$ cat config.mk
export PLATFORM = sky130hd
export DESIGN_NAME = uart_rx_ext
export DESIGN_NICKNAME = d
export VERILOG_FILES = /design/src/common/uart_rx_ext_pkg.sv /design/src/design/uart_rx_ext.sv
export SDC_FILE = /design/constraint.sdc
export NUM_CORES = 1
export LEC_CHECK = 0
export BUFFER_PORTS_ARGS = -buffer_cell sky130_fd_sc_hd__buf_2
export CORE_MARGIN = 5
export CORE_UTILIZATION = 53
export DETAILED_ROUTE_END_ITERATION = 10
export PLACE_DENSITY_LB_ADDON = 0.2
export SLEW_MARGIN = 20
export SYNTH_ARGS = -nofsm -noshare
export SYNTH_HDL_FRONTEND = slang
export SYNTH_SLANG_ARGS = --single-unit
$ cat constraint.sdc
create_clock -name clk_sys -period 2.55 [get_ports clk_sys]
set_input_delay 0.1275 -clock clk_sys [delete_from_list [all_inputs] [get_ports clk_sys]]
set_output_delay 0.1275 -clock clk_sys [all_outputs]
set_load 0.1 [all_outputs]
$ cat src/common/uart_rx_ext_pkg.sv
// package: register map, field positions, reset values, timing and carrier types of the uart receive extensions
package uart_rx_ext_pkg;

  // ****************************************************************
  // register indices (byte address is four times the index)
  // ****************************************************************
  localparam logic [7:0] IDX_SERIAL_CONTROL  = 8'hc0; // receive flag, extra bit, rx enable
  localparam logic [7:0] IDX_SERIAL_MODE     = 8'hc1; // extra bit, address match, prescaler
  localparam logic [7:0] IDX_RX_DATA         = 8'hc2; // received byte, read clears receive flag
  localparam logic [7:0] IDX_BAUD_LOW        = 8'hc3; // baud_reload_low
  localparam logic [7:0] IDX_BAUD_HIGH       = 8'hc4; // baud_reload_high
  localparam logic [7:0] IDX_LIN_CONFIG      = 8'hc5; // lin_config_register
  localparam logic [7:0] IDX_RX_PIN_SOURCE   = 8'hda; // rx_pin_source_config
  localparam logic [7:0] IDX_FIFO_BYTE_COUNT = 8'hfa; // fifo_byte_count

  // ****************************************************************
  // field positions
  // ****************************************************************
  localparam int CTL_RX_FLAG     = 0; // receive flag, write one clears
  localparam int CTL_RX_EXTRA    = 1; // received_extra_bit (or stop bit)
  localparam int CTL_RX_ENABLE   = 4; // receiver enable
  localparam int CTL_RX_IRQ_EN   = 5; // receive interrupt enable
  localparam int MOD_EXTRA_EN    = 0; // extra_bit_enable
  localparam int MOD_ADDR_MATCH  = 1; // address_match_enable
  localparam int MOD_PRESC_LSB   = 2; // prescaler select, two bits
  localparam int LIN_MODE        = 0; // lin_mode_enable
  localparam int LIN_AUTOBAUD    = 1; // autobaud_enable
  localparam int LIN_BREAK_IE    = 2; // break_done_irq_enable
  localparam int LIN_SYNC_IE     = 3; // sync_detected_irq_enable
  localparam int LIN_TIMEOUT_IE  = 4; // sync_timeout_irq_enable
  localparam int LIN_BREAK_FLAG  = 5; // break_done_flag, write one clears
  localparam int LIN_SYNC_FLAG   = 6; // sync_detected_flag, write one clears
  localparam int LIN_TIMEOUT_FLAG = 7; // sync_timeout_flag, write one clears

  // ****************************************************************
  // reset values and counts
  // ****************************************************************
  localparam logic [15:0] BAUD_RELOAD_RST  = 16'hfe00; // plain default reload
  localparam logic [15:0] BAUD_RELOAD_MAX  = 16'hffce; // largest valid reload
  localparam logic [15:0] HALF_BIT_MIN     = 16'h0032; // least counts per half bit (50)
  localparam logic [16:0] BAUD_WRAP        = 17'h10000; // counter wrap point
  localparam logic [4:0]  BREAK_HALF_BITS  = 5'h16;     // eleven bit times in half bits (22)
  localparam logic [2:0]  SYNC_RISES_AFTER = 3'h4;      // rising edges after the first one
  localparam logic [19:0] SYNC_CNT_MAX     = 20'hfffff; // measurement timeout
  localparam logic [3:0]  DATA_BITS        = 4'h8;      // data bits per frame

  // ****************************************************************
  // carrier types
  // ****************************************************************
  typedef struct packed {
    logic        read;      // avalon read strobe
    logic        write;     // avalon write strobe
    logic [9:0]  address;   // byte address
    logic [31:0] writedata; // write data
  } avl_req_t;

  typedef struct packed {
    logic [2:0] clu_out; // configurable logic unit outputs two..zero
    logic       pin;     // serial_receive_input from the crossbar
  } rx_sources_t;

endpackage : uart_rx_ext_pkg

$ cat src/design/uart_rx_ext.sv
// design: uart receiver with multiprocessor filter, lin break/sync detect and autobaud
// What this block does
// extra bit one means address, zero data
// with both enables, interrupt only on address
// address match enabled drops data frames silently
// firmware clears match enable after own address
// buffer takes frame if room and check passes
// lin mode enables break and sync detection
// break then sync detected even mid-stream
// break sets break done flag
// valid sync sets detected, timeout sets timeout
// each lin flag has own interrupt enable
// autobaud runs only while its enable set
// lin autobaud needs break, delimiter, then sync
// lin autobaud leaves normal frames undisturbed
// without lin, next word measured as sync
// measured sync loads reload with current prescaler
// count prescaled clocks first to last rise
// reload is 0x10000 minus half bit count, max 0xffce
// firmware keeps at least 100 clocks per bit
// firmware disables non-lin autobaud after sync
// rx source is pin or logic unit zero..two
// selected rx input synchronised before use
// break is low for eleven bit times
module uart_rx_ext (
  input  wire logic                         clk_sys,
  input  wire logic                         rst_n,
  input  wire uart_rx_ext_pkg::avl_req_t    avl_req,
  output logic                              avl_waitrequest_q,
  output logic [31:0]                       avl_readdata_q,
  input  wire uart_rx_ext_pkg::rx_sources_t rx_sources,
  output logic                              uart_irq_q
);

  // ****************************************************************
  // declarations
  // ****************************************************************
  typedef enum logic [1:0] {
    RX_IDLE  = 2'b00,
    RX_START = 2'b01,
    RX_DATA  = 2'b10,
    RX_STOP  = 2'b11
  } rx_state_t;

  typedef enum logic [2:0] {
    SY_IDLE  = 3'b000,
    SY_DELIM = 3'b001,
    SY_ARMED = 3'b010,
    SY_FIRST = 3'b011,
    SY_MEAS  = 3'b100
  } sync_state_t;

  logic [7:0]  ctl_q;             // serial control bits
  logic [7:0]  mode_q;            // serial mode bits
  logic [7:0]  lin_q;             // lin configuration and flags
  logic [1:0]  src_sel_q;         // rx_source_select
  logic [15:0] reload_q;          // baud_reload_value
  logic [7:0]  rx_data_q;         // receive buffer, one entry
  logic        rx_sync1_q;        // first synchroniser stage
  logic        rx_line_q;         // synchronised rx line
  logic        rx_prev_q;         // line one cycle ago
  logic [5:0]  pre_cnt_q;         // prescaler divider
  logic        pre_tick;          // one prescaled clock
  logic [15:0] brg_q;             // baud counter
  logic        half_tick;         // baud counter overflow, twice per bit
  rx_state_t   rx_state_q;        // receiver state
  logic        phase_q;           // half-bit phase inside a bit
  logic [3:0]  bit_cnt_q;         // bits taken so far
  logic [8:0]  shift_q;           // data plus extra bit
  logic [4:0]  low_cnt_q;         // half bits the line stayed low
  sync_state_t sy_state_q;        // sync measurement state
  logic [19:0] sy_cnt_q;          // prescaled clocks measured
  logic [2:0]  sy_rise_q;         // rising edges after the first
  logic        acc;               // bus access completes this cycle
  logic        wr_acc;            // write completes this cycle
  logic [7:0]  idx;               // register index from byte address
  logic        fall;              // line falling edge
  logic        rise;              // line rising edge
  logic        frame_done;        // stop bit sampled
  logic        frame_accept;      // frame enters buffer
  logic        break_hit;         // break recognised this cycle
  logic        sync_ok;           // valid sync this cycle
  logic        sync_to;           // sync timeout this cycle
  logic        rx_in;             // selected receive source
  logic [15:0] half_bit;          // measured counts per half bit
  logic        lin_on;            // lin mode shorthand
  logic        sync_active;       // sync detector may run
  localparam logic [2:0] SYNC_LAST = uart_rx_ext_pkg::SYNC_RISES_AFTER - 3'h1; // last counted rise

  assign acc    = (avl_req.read | avl_req.write) & ~avl_waitrequest_q;
  assign wr_acc = avl_req.write & ~avl_waitrequest_q;
  assign idx    = avl_req.address[9:2];
  assign lin_on = lin_q[uart_rx_ext_pkg::LIN_MODE];
  assign fall   = rx_prev_q & ~rx_line_q;
  assign rise   = ~rx_prev_q & rx_line_q;
  assign sync_active = lin_on | lin_q[uart_rx_ext_pkg::LIN_AUTOBAUD];

  // ****************************************************************
  // receive source select and synchroniser
  // ****************************************************************
  // source mux, zero is the crossbar pin after reset
  always_comb
  begin
    unique case (src_sel_q)
      2'h0: rx_in = rx_sources.pin;
      2'h1: rx_in = rx_sources.clu_out[0];
      2'h2: rx_in = rx_sources.clu_out[1];
      2'h3: rx_in = rx_sources.clu_out[2];
    endcase
  end

  // two stages; only the second stage feeds detection logic
  always_ff @(posedge clk_sys)
  begin
    if (!rst_n)
    begin
      rx_sync1_q <= 1'b1;
      rx_line_q  <= 1'b1;
      rx_prev_q  <= 1'b1;
    end
    else
    begin
      rx_sync1_q <= rx_in;
      rx_line_q  <= rx_sync1_q;
      rx_prev_q  <= rx_line_q;
    end
  end

  // ****************************************************************
  // prescaler and baud generator
  // ****************************************************************
  // prescaler divides by 1, 4, 16 or 64
  always_comb
  begin
    unique case (mode_q[uart_rx_ext_pkg::MOD_PRESC_LSB +: 2])
      2'h0: pre_tick = 1'b1;
      2'h1: pre_tick = (pre_cnt_q[1:0] == 2'h3);
      2'h2: pre_tick = (pre_cnt_q[3:0] == 4'hf);
      2'h3: pre_tick = (pre_cnt_q == 6'h3f);
    endcase
  end

  // free running divider
  always_ff @(posedge clk_sys)
  begin
    if (!rst_n)
      pre_cnt_q <= 6'h00;
    else
      pre_cnt_q <= pre_cnt_q + 6'h01;
  end

  assign half_tick = pre_tick & (brg_q == 16'hffff);

  // counts up from reload; restarts at a start edge so bits centre
  always_ff @(posedge clk_sys)
  begin
    if (!rst_n)
      brg_q <= uart_rx_ext_pkg::BAUD_RELOAD_RST;
    else if (rx_state_q == RX_IDLE && fall)
      brg_q <= reload_q;
    else if (half_tick)
      brg_q <= reload_q;
    else if (pre_tick)
      brg_q <= brg_q + 16'h0001;
  end

  // ****************************************************************
  // break detector
  // ****************************************************************
  assign break_hit = lin_on & half_tick & ~rx_line_q
                     & (low_cnt_q == uart_rx_ext_pkg::BREAK_HALF_BITS - 5'h01);

  // counts half bits of low line, saturating after the break point
  always_ff @(posedge clk_sys)
  begin
    if (!rst_n)
      low_cnt_q <= 5'h00;
    else if (rx_line_q)
      low_cnt_q <= 5'h00;
    else if (half_tick && low_cnt_q != uart_rx_ext_pkg::BREAK_HALF_BITS)
      low_cnt_q <= low_cnt_q + 5'h01;
  end

  // ****************************************************************
  // receiver
  // ****************************************************************
  assign frame_done   = (rx_state_q == RX_STOP) & half_tick & phase_q;
  // checked bit is the extra bit when enabled, else the stop bit
  assign frame_accept = frame_done & ~ctl_q[uart_rx_ext_pkg::CTL_RX_FLAG]
                        & (~mode_q[uart_rx_ext_pkg::MOD_ADDR_MATCH]
                           | (mode_q[uart_rx_ext_pkg::MOD_EXTRA_EN] ? shift_q[8] : rx_line_q));

  // frame sequencer; a break aborts any frame in progress
  always_ff @(posedge clk_sys)
  begin
    if (!rst_n)
    begin
      rx_state_q <= RX_IDLE;
      phase_q    <= 1'b0;
      bit_cnt_q  <= 4'h0;
      shift_q    <= 9'h000;
    end
    else if (break_hit || !ctl_q[uart_rx_ext_pkg::CTL_RX_ENABLE])
    begin
      rx_state_q <= RX_IDLE;
      phase_q    <= 1'b0;
    end
    else
    begin
      unique case (rx_state_q)
        RX_IDLE:
        begin
          // wait for a start edge on an idle-high line
          if (fall && low_cnt_q == 5'h00)
            rx_state_q <= RX_START;
          phase_q   <= 1'b0;
          bit_cnt_q <= 4'h0;
        end
        RX_START:
        begin
          // middle of start bit: line must still be low
          if (half_tick)
            rx_state_q <= rx_line_q ? RX_IDLE : RX_DATA;
        end
        RX_DATA:
        begin
          if (half_tick)
          begin
            phase_q <= ~phase_q;
            if (phase_q)
            begin
              // lsb first; the extra bit lands in bit 8
              shift_q   <= {rx_line_q, shift_q[8:1]};
              bit_cnt_q <= bit_cnt_q + 4'h1;
              if (bit_cnt_q == uart_rx_ext_pkg::DATA_BITS
                               - {3'h0, ~mode_q[uart_rx_ext_pkg::MOD_EXTRA_EN]})
                rx_state_q <= RX_STOP;
            end
          end
        end
        RX_STOP:
        begin
          if (half_tick)
          begin
            phase_q <= ~phase_q;
            if (phase_q)
              rx_state_q <= RX_IDLE;
          end
        end
      endcase
    end
  end

  // buffer entry; without extra bit the data sits one place higher
  always_ff @(posedge clk_sys)
  begin
    if (!rst_n)
      rx_data_q <= 8'h00;
    else if (frame_accept)
      rx_data_q <= mode_q[uart_rx_ext_pkg::MOD_EXTRA_EN] ? shift_q[7:0] : shift_q[8:1];
  end

  // ****************************************************************
  // sync field detector and autobaud measurement
  // ****************************************************************
  assign half_bit = sy_cnt_q[19:4]; // eight bit times over sixteen
  assign sync_ok  = (sy_state_q == SY_MEAS) & rise & (sy_rise_q == SYNC_LAST)
                    & (half_bit >= uart_rx_ext_pkg::HALF_BIT_MIN);
  assign sync_to  = ((sy_state_q == SY_FIRST || sy_state_q == SY_MEAS)
                     & pre_tick & (sy_cnt_q == uart_rx_ext_pkg::SYNC_CNT_MAX))
                    | ((sy_state_q == SY_MEAS) & rise & (sy_rise_q == SYNC_LAST)
                       & (half_bit < uart_rx_ext_pkg::HALF_BIT_MIN));

  // break arms the lin path; outside lin the next word is measured
  always_ff @(posedge clk_sys)
  begin
    if (!rst_n)
    begin
      sy_state_q <= SY_IDLE;
      sy_cnt_q   <= 20'h00000;
      sy_rise_q  <= 3'h0;
    end
    else if (!sync_active)
      sy_state_q <= SY_IDLE;
    else if (break_hit)
      sy_state_q <= SY_DELIM;
    else
    begin
      unique case (sy_state_q)
        SY_IDLE:
        begin
          // without lin, autobaud arms at once
          if (!lin_on && lin_q[uart_rx_ext_pkg::LIN_AUTOBAUD])
            sy_state_q <= SY_ARMED;
        end
        SY_DELIM:
        begin
          // delimiter: line back high after the break
          if (rx_line_q)
            sy_state_q <= SY_ARMED;
        end
        SY_ARMED:
        begin
          if (fall)
          begin
            sy_state_q <= SY_FIRST;
            sy_cnt_q   <= 20'h00000;
          end
        end
        SY_FIRST:
        begin
          // waiting for the first rising edge, end of start bit
          if (rise)
          begin
            sy_state_q <= SY_MEAS;
            // the tick in the cycle of the first rise belongs to the span
            sy_cnt_q   <= {19'h00000, pre_tick};
            sy_rise_q  <= 3'h0;
          end
          else if (sync_to)
            sy_state_q <= SY_IDLE;
          else if (pre_tick)
            sy_cnt_q <= sy_cnt_q + 20'h00001;
        end
        SY_MEAS:
        begin
          if (sync_ok || sync_to)
            sy_state_q <= SY_IDLE;
          else
          begin
            if (pre_tick)
              sy_cnt_q <= sy_cnt_q + 20'h00001;
            if (rise)
              sy_rise_q <= sy_rise_q + 3'h1;
          end
        end
        default:
          sy_state_q <= SY_IDLE;
      endcase
    end
  end

  // ****************************************************************
  // register file
  // ****************************************************************
  // control and mode bits written by software; flags set by hardware win
  always_ff @(posedge clk_sys)
  begin
    if (!rst_n)
    begin
      ctl_q     <= 8'h00;
      mode_q    <= 8'h00;
      lin_q     <= 8'h00;
      src_sel_q <= 2'h0;
    end
    else
    begin
      if (wr_acc && idx == uart_rx_ext_pkg::IDX_SERIAL_CONTROL)
      begin
        ctl_q[uart_rx_ext_pkg::CTL_RX_ENABLE] <= avl_req.writedata[uart_rx_ext_pkg::CTL_RX_ENABLE];
        ctl_q[uart_rx_ext_pkg::CTL_RX_IRQ_EN] <= avl_req.writedata[uart_rx_ext_pkg::CTL_RX_IRQ_EN];
      end
      // receive flag: set on acceptance, cleared by data read or write one
      if (frame_accept)
      begin
        ctl_q[uart_rx_ext_pkg::CTL_RX_FLAG]  <= 1'b1;
        ctl_q[uart_rx_ext_pkg::CTL_RX_EXTRA] <= mode_q[uart_rx_ext_pkg::MOD_EXTRA_EN] ? shift_q[8] : rx_line_q;
      end
      else if ((acc && avl_req.read && idx == uart_rx_ext_pkg::IDX_RX_DATA)
               || (wr_acc && idx == uart_rx_ext_pkg::IDX_SERIAL_CONTROL
                   && avl_req.writedata[uart_rx_ext_pkg::CTL_RX_FLAG]))
        ctl_q[uart_rx_ext_pkg::CTL_RX_FLAG] <= 1'b0;
      if (wr_acc && idx == uart_rx_ext_pkg::IDX_SERIAL_MODE)
        mode_q <= {4'h0, avl_req.writedata[3:0]};
      if (wr_acc && idx == uart_rx_ext_pkg::IDX_RX_PIN_SOURCE)
        src_sel_q <= avl_req.writedata[1:0];
      if (wr_acc && idx == uart_rx_ext_pkg::IDX_LIN_CONFIG)
        lin_q[4:0] <= avl_req.writedata[4:0];
      // sticky lin flags, write one to clear, set wins
      lin_q[uart_rx_ext_pkg::LIN_BREAK_FLAG] <= break_hit
        | (lin_q[uart_rx_ext_pkg::LIN_BREAK_FLAG] & ~(wr_acc && idx == uart_rx_ext_pkg::IDX_LIN_CONFIG
           && avl_req.writedata[uart_rx_ext_pkg::LIN_BREAK_FLAG]));
      lin_q[uart_rx_ext_pkg::LIN_SYNC_FLAG] <= sync_ok
        | (lin_q[uart_rx_ext_pkg::LIN_SYNC_FLAG] & ~(wr_acc && idx == uart_rx_ext_pkg::IDX_LIN_CONFIG
           && avl_req.writedata[uart_rx_ext_pkg::LIN_SYNC_FLAG]));
      lin_q[uart_rx_ext_pkg::LIN_TIMEOUT_FLAG] <= sync_to
        | (lin_q[uart_rx_ext_pkg::LIN_TIMEOUT_FLAG] & ~(wr_acc && idx == uart_rx_ext_pkg::IDX_LIN_CONFIG
           && avl_req.writedata[uart_rx_ext_pkg::LIN_TIMEOUT_FLAG]));
    end
  end

  // reload: autobaud result wins over a software write in the same cycle
  always_ff @(posedge clk_sys)
  begin
    if (!rst_n)
      reload_q <= uart_rx_ext_pkg::BAUD_RELOAD_RST;
    else if (sync_ok && lin_q[uart_rx_ext_pkg::LIN_AUTOBAUD])
      reload_q <= 16'(uart_rx_ext_pkg::BAUD_WRAP - {1'b0, half_bit});
    else if (wr_acc && idx == uart_rx_ext_pkg::IDX_BAUD_LOW)
      reload_q[7:0] <= avl_req.writedata[7:0];
    else if (wr_acc && idx == uart_rx_ext_pkg::IDX_BAUD_HIGH)
      reload_q[15:8] <= avl_req.writedata[7:0];
  end

  // ****************************************************************
  // avalon slave: one wait state, then read data with waitrequest low
  // ****************************************************************
  always_ff @(posedge clk_sys)
  begin
    if (!rst_n)
    begin
      avl_waitrequest_q <= 1'b1;
      avl_readdata_q    <= 32'h0000_0000;
    end
    else
    begin
      avl_waitrequest_q <= ~((avl_req.read | avl_req.write) & avl_waitrequest_q);
      if (avl_req.read && avl_waitrequest_q)
      begin
        unique case (idx)
          uart_rx_ext_pkg::IDX_SERIAL_CONTROL:  avl_readdata_q <= {24'h0, ctl_q};
          uart_rx_ext_pkg::IDX_SERIAL_MODE:     avl_readdata_q <= {24'h0, mode_q};
          uart_rx_ext_pkg::IDX_RX_DATA:         avl_readdata_q <= {24'h0, rx_data_q};
          uart_rx_ext_pkg::IDX_BAUD_LOW:        avl_readdata_q <= {24'h0, reload_q[7:0]};
          uart_rx_ext_pkg::IDX_BAUD_HIGH:       avl_readdata_q <= {24'h0, reload_q[15:8]};
          uart_rx_ext_pkg::IDX_LIN_CONFIG:      avl_readdata_q <= {24'h0, lin_q};
          uart_rx_ext_pkg::IDX_RX_PIN_SOURCE:   avl_readdata_q <= {30'h0, src_sel_q};
          uart_rx_ext_pkg::IDX_FIFO_BYTE_COUNT:
            avl_readdata_q <= {31'h0, ctl_q[uart_rx_ext_pkg::CTL_RX_FLAG]};
          default:                              avl_readdata_q <= 32'h0000_0000;
        endcase
      end
    end
  end

  // ****************************************************************
  // interrupt output
  // ****************************************************************
  // each flag gated by its own enable
  always_ff @(posedge clk_sys)
  begin
    if (!rst_n)
      uart_irq_q <= 1'b0;
    else
      uart_irq_q <= (ctl_q[uart_rx_ext_pkg::CTL_RX_FLAG] & ctl_q[uart_rx_ext_pkg::CTL_RX_IRQ_EN])
                  | (lin_q[uart_rx_ext_pkg::LIN_BREAK_FLAG] & lin_q[uart_rx_ext_pkg::LIN_BREAK_IE])
                  | (lin_q[uart_rx_ext_pkg::LIN_SYNC_FLAG] & lin_q[uart_rx_ext_pkg::LIN_SYNC_IE])
                  | (lin_q[uart_rx_ext_pkg::LIN_TIMEOUT_FLAG] & lin_q[uart_rx_ext_pkg::LIN_TIMEOUT_IE]);
  end

endmodule // uart_rx_ext

==> results summary <==
The synthesized netlist devotes 23.9% of its cell area to simple gates. The gate count after technology mapping is 840. The count of H-tree levels built during CTS is 4. The antenna diode count came out at 0. The largest fanout on the critical path is 18.

In this run the deepest clock path goes through 2 buffers. The count of port buffers added during placement is 33. The max-cap violation count is 0. The count of different cell masters after synthesis is 82. In the synthesized netlist the dominant register cell turns out to be dfxtp_1.

Once detailed placement completed, the half-perimeter wirelength came to 14100 um. The final count of hold timing violations is 0. The leakage power of the design came out at 3.01 nW. The required time of the critical path came out at 2.81 ns. The number of routed nets with antenna violations came out at 0. The count of final setup violators came out at 0. The run finished with clean final reports.

The async set or reset register ratio after synthesis came out at 0%. The final count of pins violating max slew is 0. The I/O pin total came out at between 80 and 90.

The number of filler cells placed in the layout is 1113. The layout net count is 957. The post-synthesis instance area is 7200 um2. The detailed router's first-iteration violation count is around 630.

The core outline area came out at around 13000 um2. The synthesized netlist devotes approximately 2.6% of its cell area to XOR and XNOR gates. The post-detailed-routing wire length came out at 19700 um. The global-route total usage across every layer came out at 24.7%. The clock reaches the later pin of the worst-skew pair after 0.42 ns. The CTS root buffer is clkbuf_16. The initial antenna violation count is 0. The path type of the worst min-delay path is in2reg. The post-synthesis average cell area came out at around 8.6 um2. The weighted congestion reported at the end of routability-driven placement is roughly 0.91.

The power density of the placed cells came out at 583 nW/um2. The clock-pin slew on the worst setup and hold paths came out at approximately 0.06 ns. The post-detailed-route wirelength per cell came out at 18.2 um. The worst setup path is captured at a flop. The via density per instance came out at between 6 and 7.

The maximum number of pins on one net before global-route repair came out at 49. The iteration count of the initial detailed-routing pass came out at 7. Counting the buffers created by CTS gives 17. The setup TNS is 0 ns. TritonCTS built the clock tree. The complex-gate fraction of the synthesized area came out at 20.0%.

The total power of the final layout came out at 4.90 mW. The routed design could run at a clock period as short as 2.44 ns. IR analysis of the VDD net gives a maximum drop of 0.365 mV. The leading cell type in the layout, fill and taps excluded is dfxtp_1.

The initial core utilization came out at 54.2%. From bottom edge to top edge, the die measures 127 um. In the layout the commonest cells are dfxtp_1, nor2_1, nand2_1, buf_4, a21oi_1. The number of storage elements in the synthesis netlist came out at 124. Once placement completed, the tool counted placed cells totaling 1045. The worst setup path is launched from a flop. Setup repair after global routing left no endpoint under its margin. The combinational family with the most area after synthesis is simple AND/OR/NAND/NOR gates.

The worst-case hold slack is 0.0171 ns. By startpoint and endpoint, the worst setup path is classified as reg2reg. The count of yosys warnings during synthesis came out at 0. The total via count after detailed routing is ~6600. Row generation in the floorplan step produced 42 rows.

The arrival time reported for the critical path endpoint is 2.70 ns. The maximum clock rate came out at 410 MHz. At the pin with the least slew margin, the transition time is 1.04 ns. The synthesized netlist devotes 2.26% of its cell area to adder and majority cells. The mux contribution to synthesized area is 9.68%.

The global-route wire length before repair came out at around 32000 um. The number of global-route vias before repair came out at 6462. The share of the clock period used by the worst path after layout came out at 95.5%.

For this run, design rule violations remaining after detail routing come to 0. The number of flops mapped to enable cells by yosys is 0. The total overflow left after global routing is 0. The finished layout holds 1082 standard cells, fillers aside. The die area came out at 16000 um2. The largest clock skew in the final design came out at between 0.01 and 0.015 ns. Measured against its own limit, the worst slew margin works out to 30.7%. The share of post-route cells with drive strength above 1 is approximately a fifth. The synthesis-to-finish area growth is 16.7%. The count of clock tree sinks is 124.

The sequential area share after synthesis came out at 34.5%. The die span in x came out at 127 um.
-- sequential cells by signal, indices dropped and copies added, names as in the netlist, 5 cells and up, named ones only --
signal and flops:
pre_cnt_q 6, avl_readdata_q 8, low_cnt_q 5, brg_q 16, lin_q 8, rx_data_q 8, shift_q 9, sy_cnt_q 20
reload_q 16
-- path summary, 6_finish.rpt --
path / startpoint / end / slack (ns) / cells past startpoint
max: sy_cnt_q[4]$_SDFFE_PN0P_ / sy_cnt_q[12]$_SDFFE_PN0P_ / 0.11 / 8
min: avl_req[4] / ctl_q[4]$_SDFFE_PN0P_ / 0.02 / 3
max reg2reg: sy_cnt_q[4]$_SDFFE_PN0P_ / sy_cnt_q[12]$_SDFFE_PN0P_ / 0.11 / 8
min reg2reg: rx_sync1_q$_SDFF_PN1_ / rx_line_q$_SDFF_PN1_ / 0.43 / 1
-- Yosys cell counts (4+ instances only) --
cell | instances | area share [%]
mux2_2 | 19 | 3.0
and2_1 | 6 | 0.52
nor2_1 | 81 | 4.2
mux2i_1 | 46 | 6.4
buf_2 | 20 | 1.4
o21ai_0 | 15 | 1.0
a221oi_1 | 4 | 0.49
ha_1 | 13 | 2.3
nor4_1 | 10 | 0.87
o31ai_1 | 21 | 2.2
nand3b_1 | 4 | 0.42
a222oi_1 | 8 | 1.1
a21oi_2 | 10 | 1.2
o211ai_1 | 5 | 0.52
a31oi_1 | 5 | 0.43
nor3_1 | 19 | 1.3
nand2b_1 | 13 | 1.1
buf_6 | 5 | 0.78
nor2b_1 | 6 | 0.52
nand4_1 | 14 | 1.2
clkbuf_1 | 28 | 1.5
xor2_1 | 7 | 0.85
a21o_1 | 13 | 1.4
a21oi_1 | 47 | 3.3
buf_4 | 25 | 2.6
nand2_1 | 78 | 4.1
inv_1 | 12 | 0.63
a211oi_1 | 20 | 2.1
or4_1 | 19 | 2.0
and3_1 | 8 | 0.70
nand3_1 | 31 | 2.2
or3_1 | 10 | 0.87
a22oi_1 | 6 | 0.63
dfxtp_1 | 124 | 34
xnor2_1 | 14 | 1.7
-- final cells by class --
cell class / instances / area, um2 / share of cell area (%)
clock buffer: 18 / 439 / 5.23
clock inverter: 13 / 190 / 2.26
inverter: 13 / 48.8 / 0.581
multi-input combinational: 645 / 4330 / 51.6
sequential: 124 / 2480 / 29.6
tap: 176 / 220 / 2.62
timing repair buffer: 93 / 686 / 8.16
-- repair_timing --
item / CTS / global route
buffers inserted: 0 / 1
hold buffers: 5 / 0
pin swaps: 1 / 3
gates resized for setup: 0 / 11
setup endpoints to repair: 2 / 34
hold endpoints to repair: 5 / 0
-- metal layers --
| metal | part of all wire [%] | vias to the layer above | GRT usage [%] |
|---|---|---|---|
| met2 | 49 | 176 | 41.2 |
| met5 | 0 | - | 0 |
| met1 | 43 | 3210 | 30.5 |
| li1 | - | 3168 | - |
| met4 | 3.2 | 0 | 10.7 |
| met3 | 5.0 | 42 | 5.88 |
-- critical path, cell delays in order, from the launching register on --
cell	delay (ns)
dfxtp_1	0.48
ha_1	0.23
and4_1	0.30
o211ai_2	0.14
or4_4	0.53
o21ai_4	0.23
buf_12	0.17
or4_1	0.13
a21oi_2	0.06
-- power by group --
group          internal [mW]  total (mW)  switching [mW]
registers               1.95        1.97          0.0154
clock network           1.66        2.58           0.915
logic                 0.0798       0.354           0.274
total                   3.69        4.90            1.20
-- cells by family after synthesis --
kind of cell    Yosys count
flops                   124
compound gates          194
buf+inv                  94
fa+ha+maj                13
simple gates            327
xor+xnor                 21
mux                      66
other cells               1
-- per-stage QoR --
step / setup slack (ns) / util (%) / instance area [um2]
floorplan: 0.169 / - / 7290
global placement: 0.111 / 57.7 / 7670
detailed placement: 0.0304 / 57.7 / 7670
CTS: 0.0370 / 62.8 / 8350
global route: 0.0128 / 63.2 / 8400
finish: 0.114 / 63.2 / 8400
Note: power is estimated with default switching activity, not from simulation.
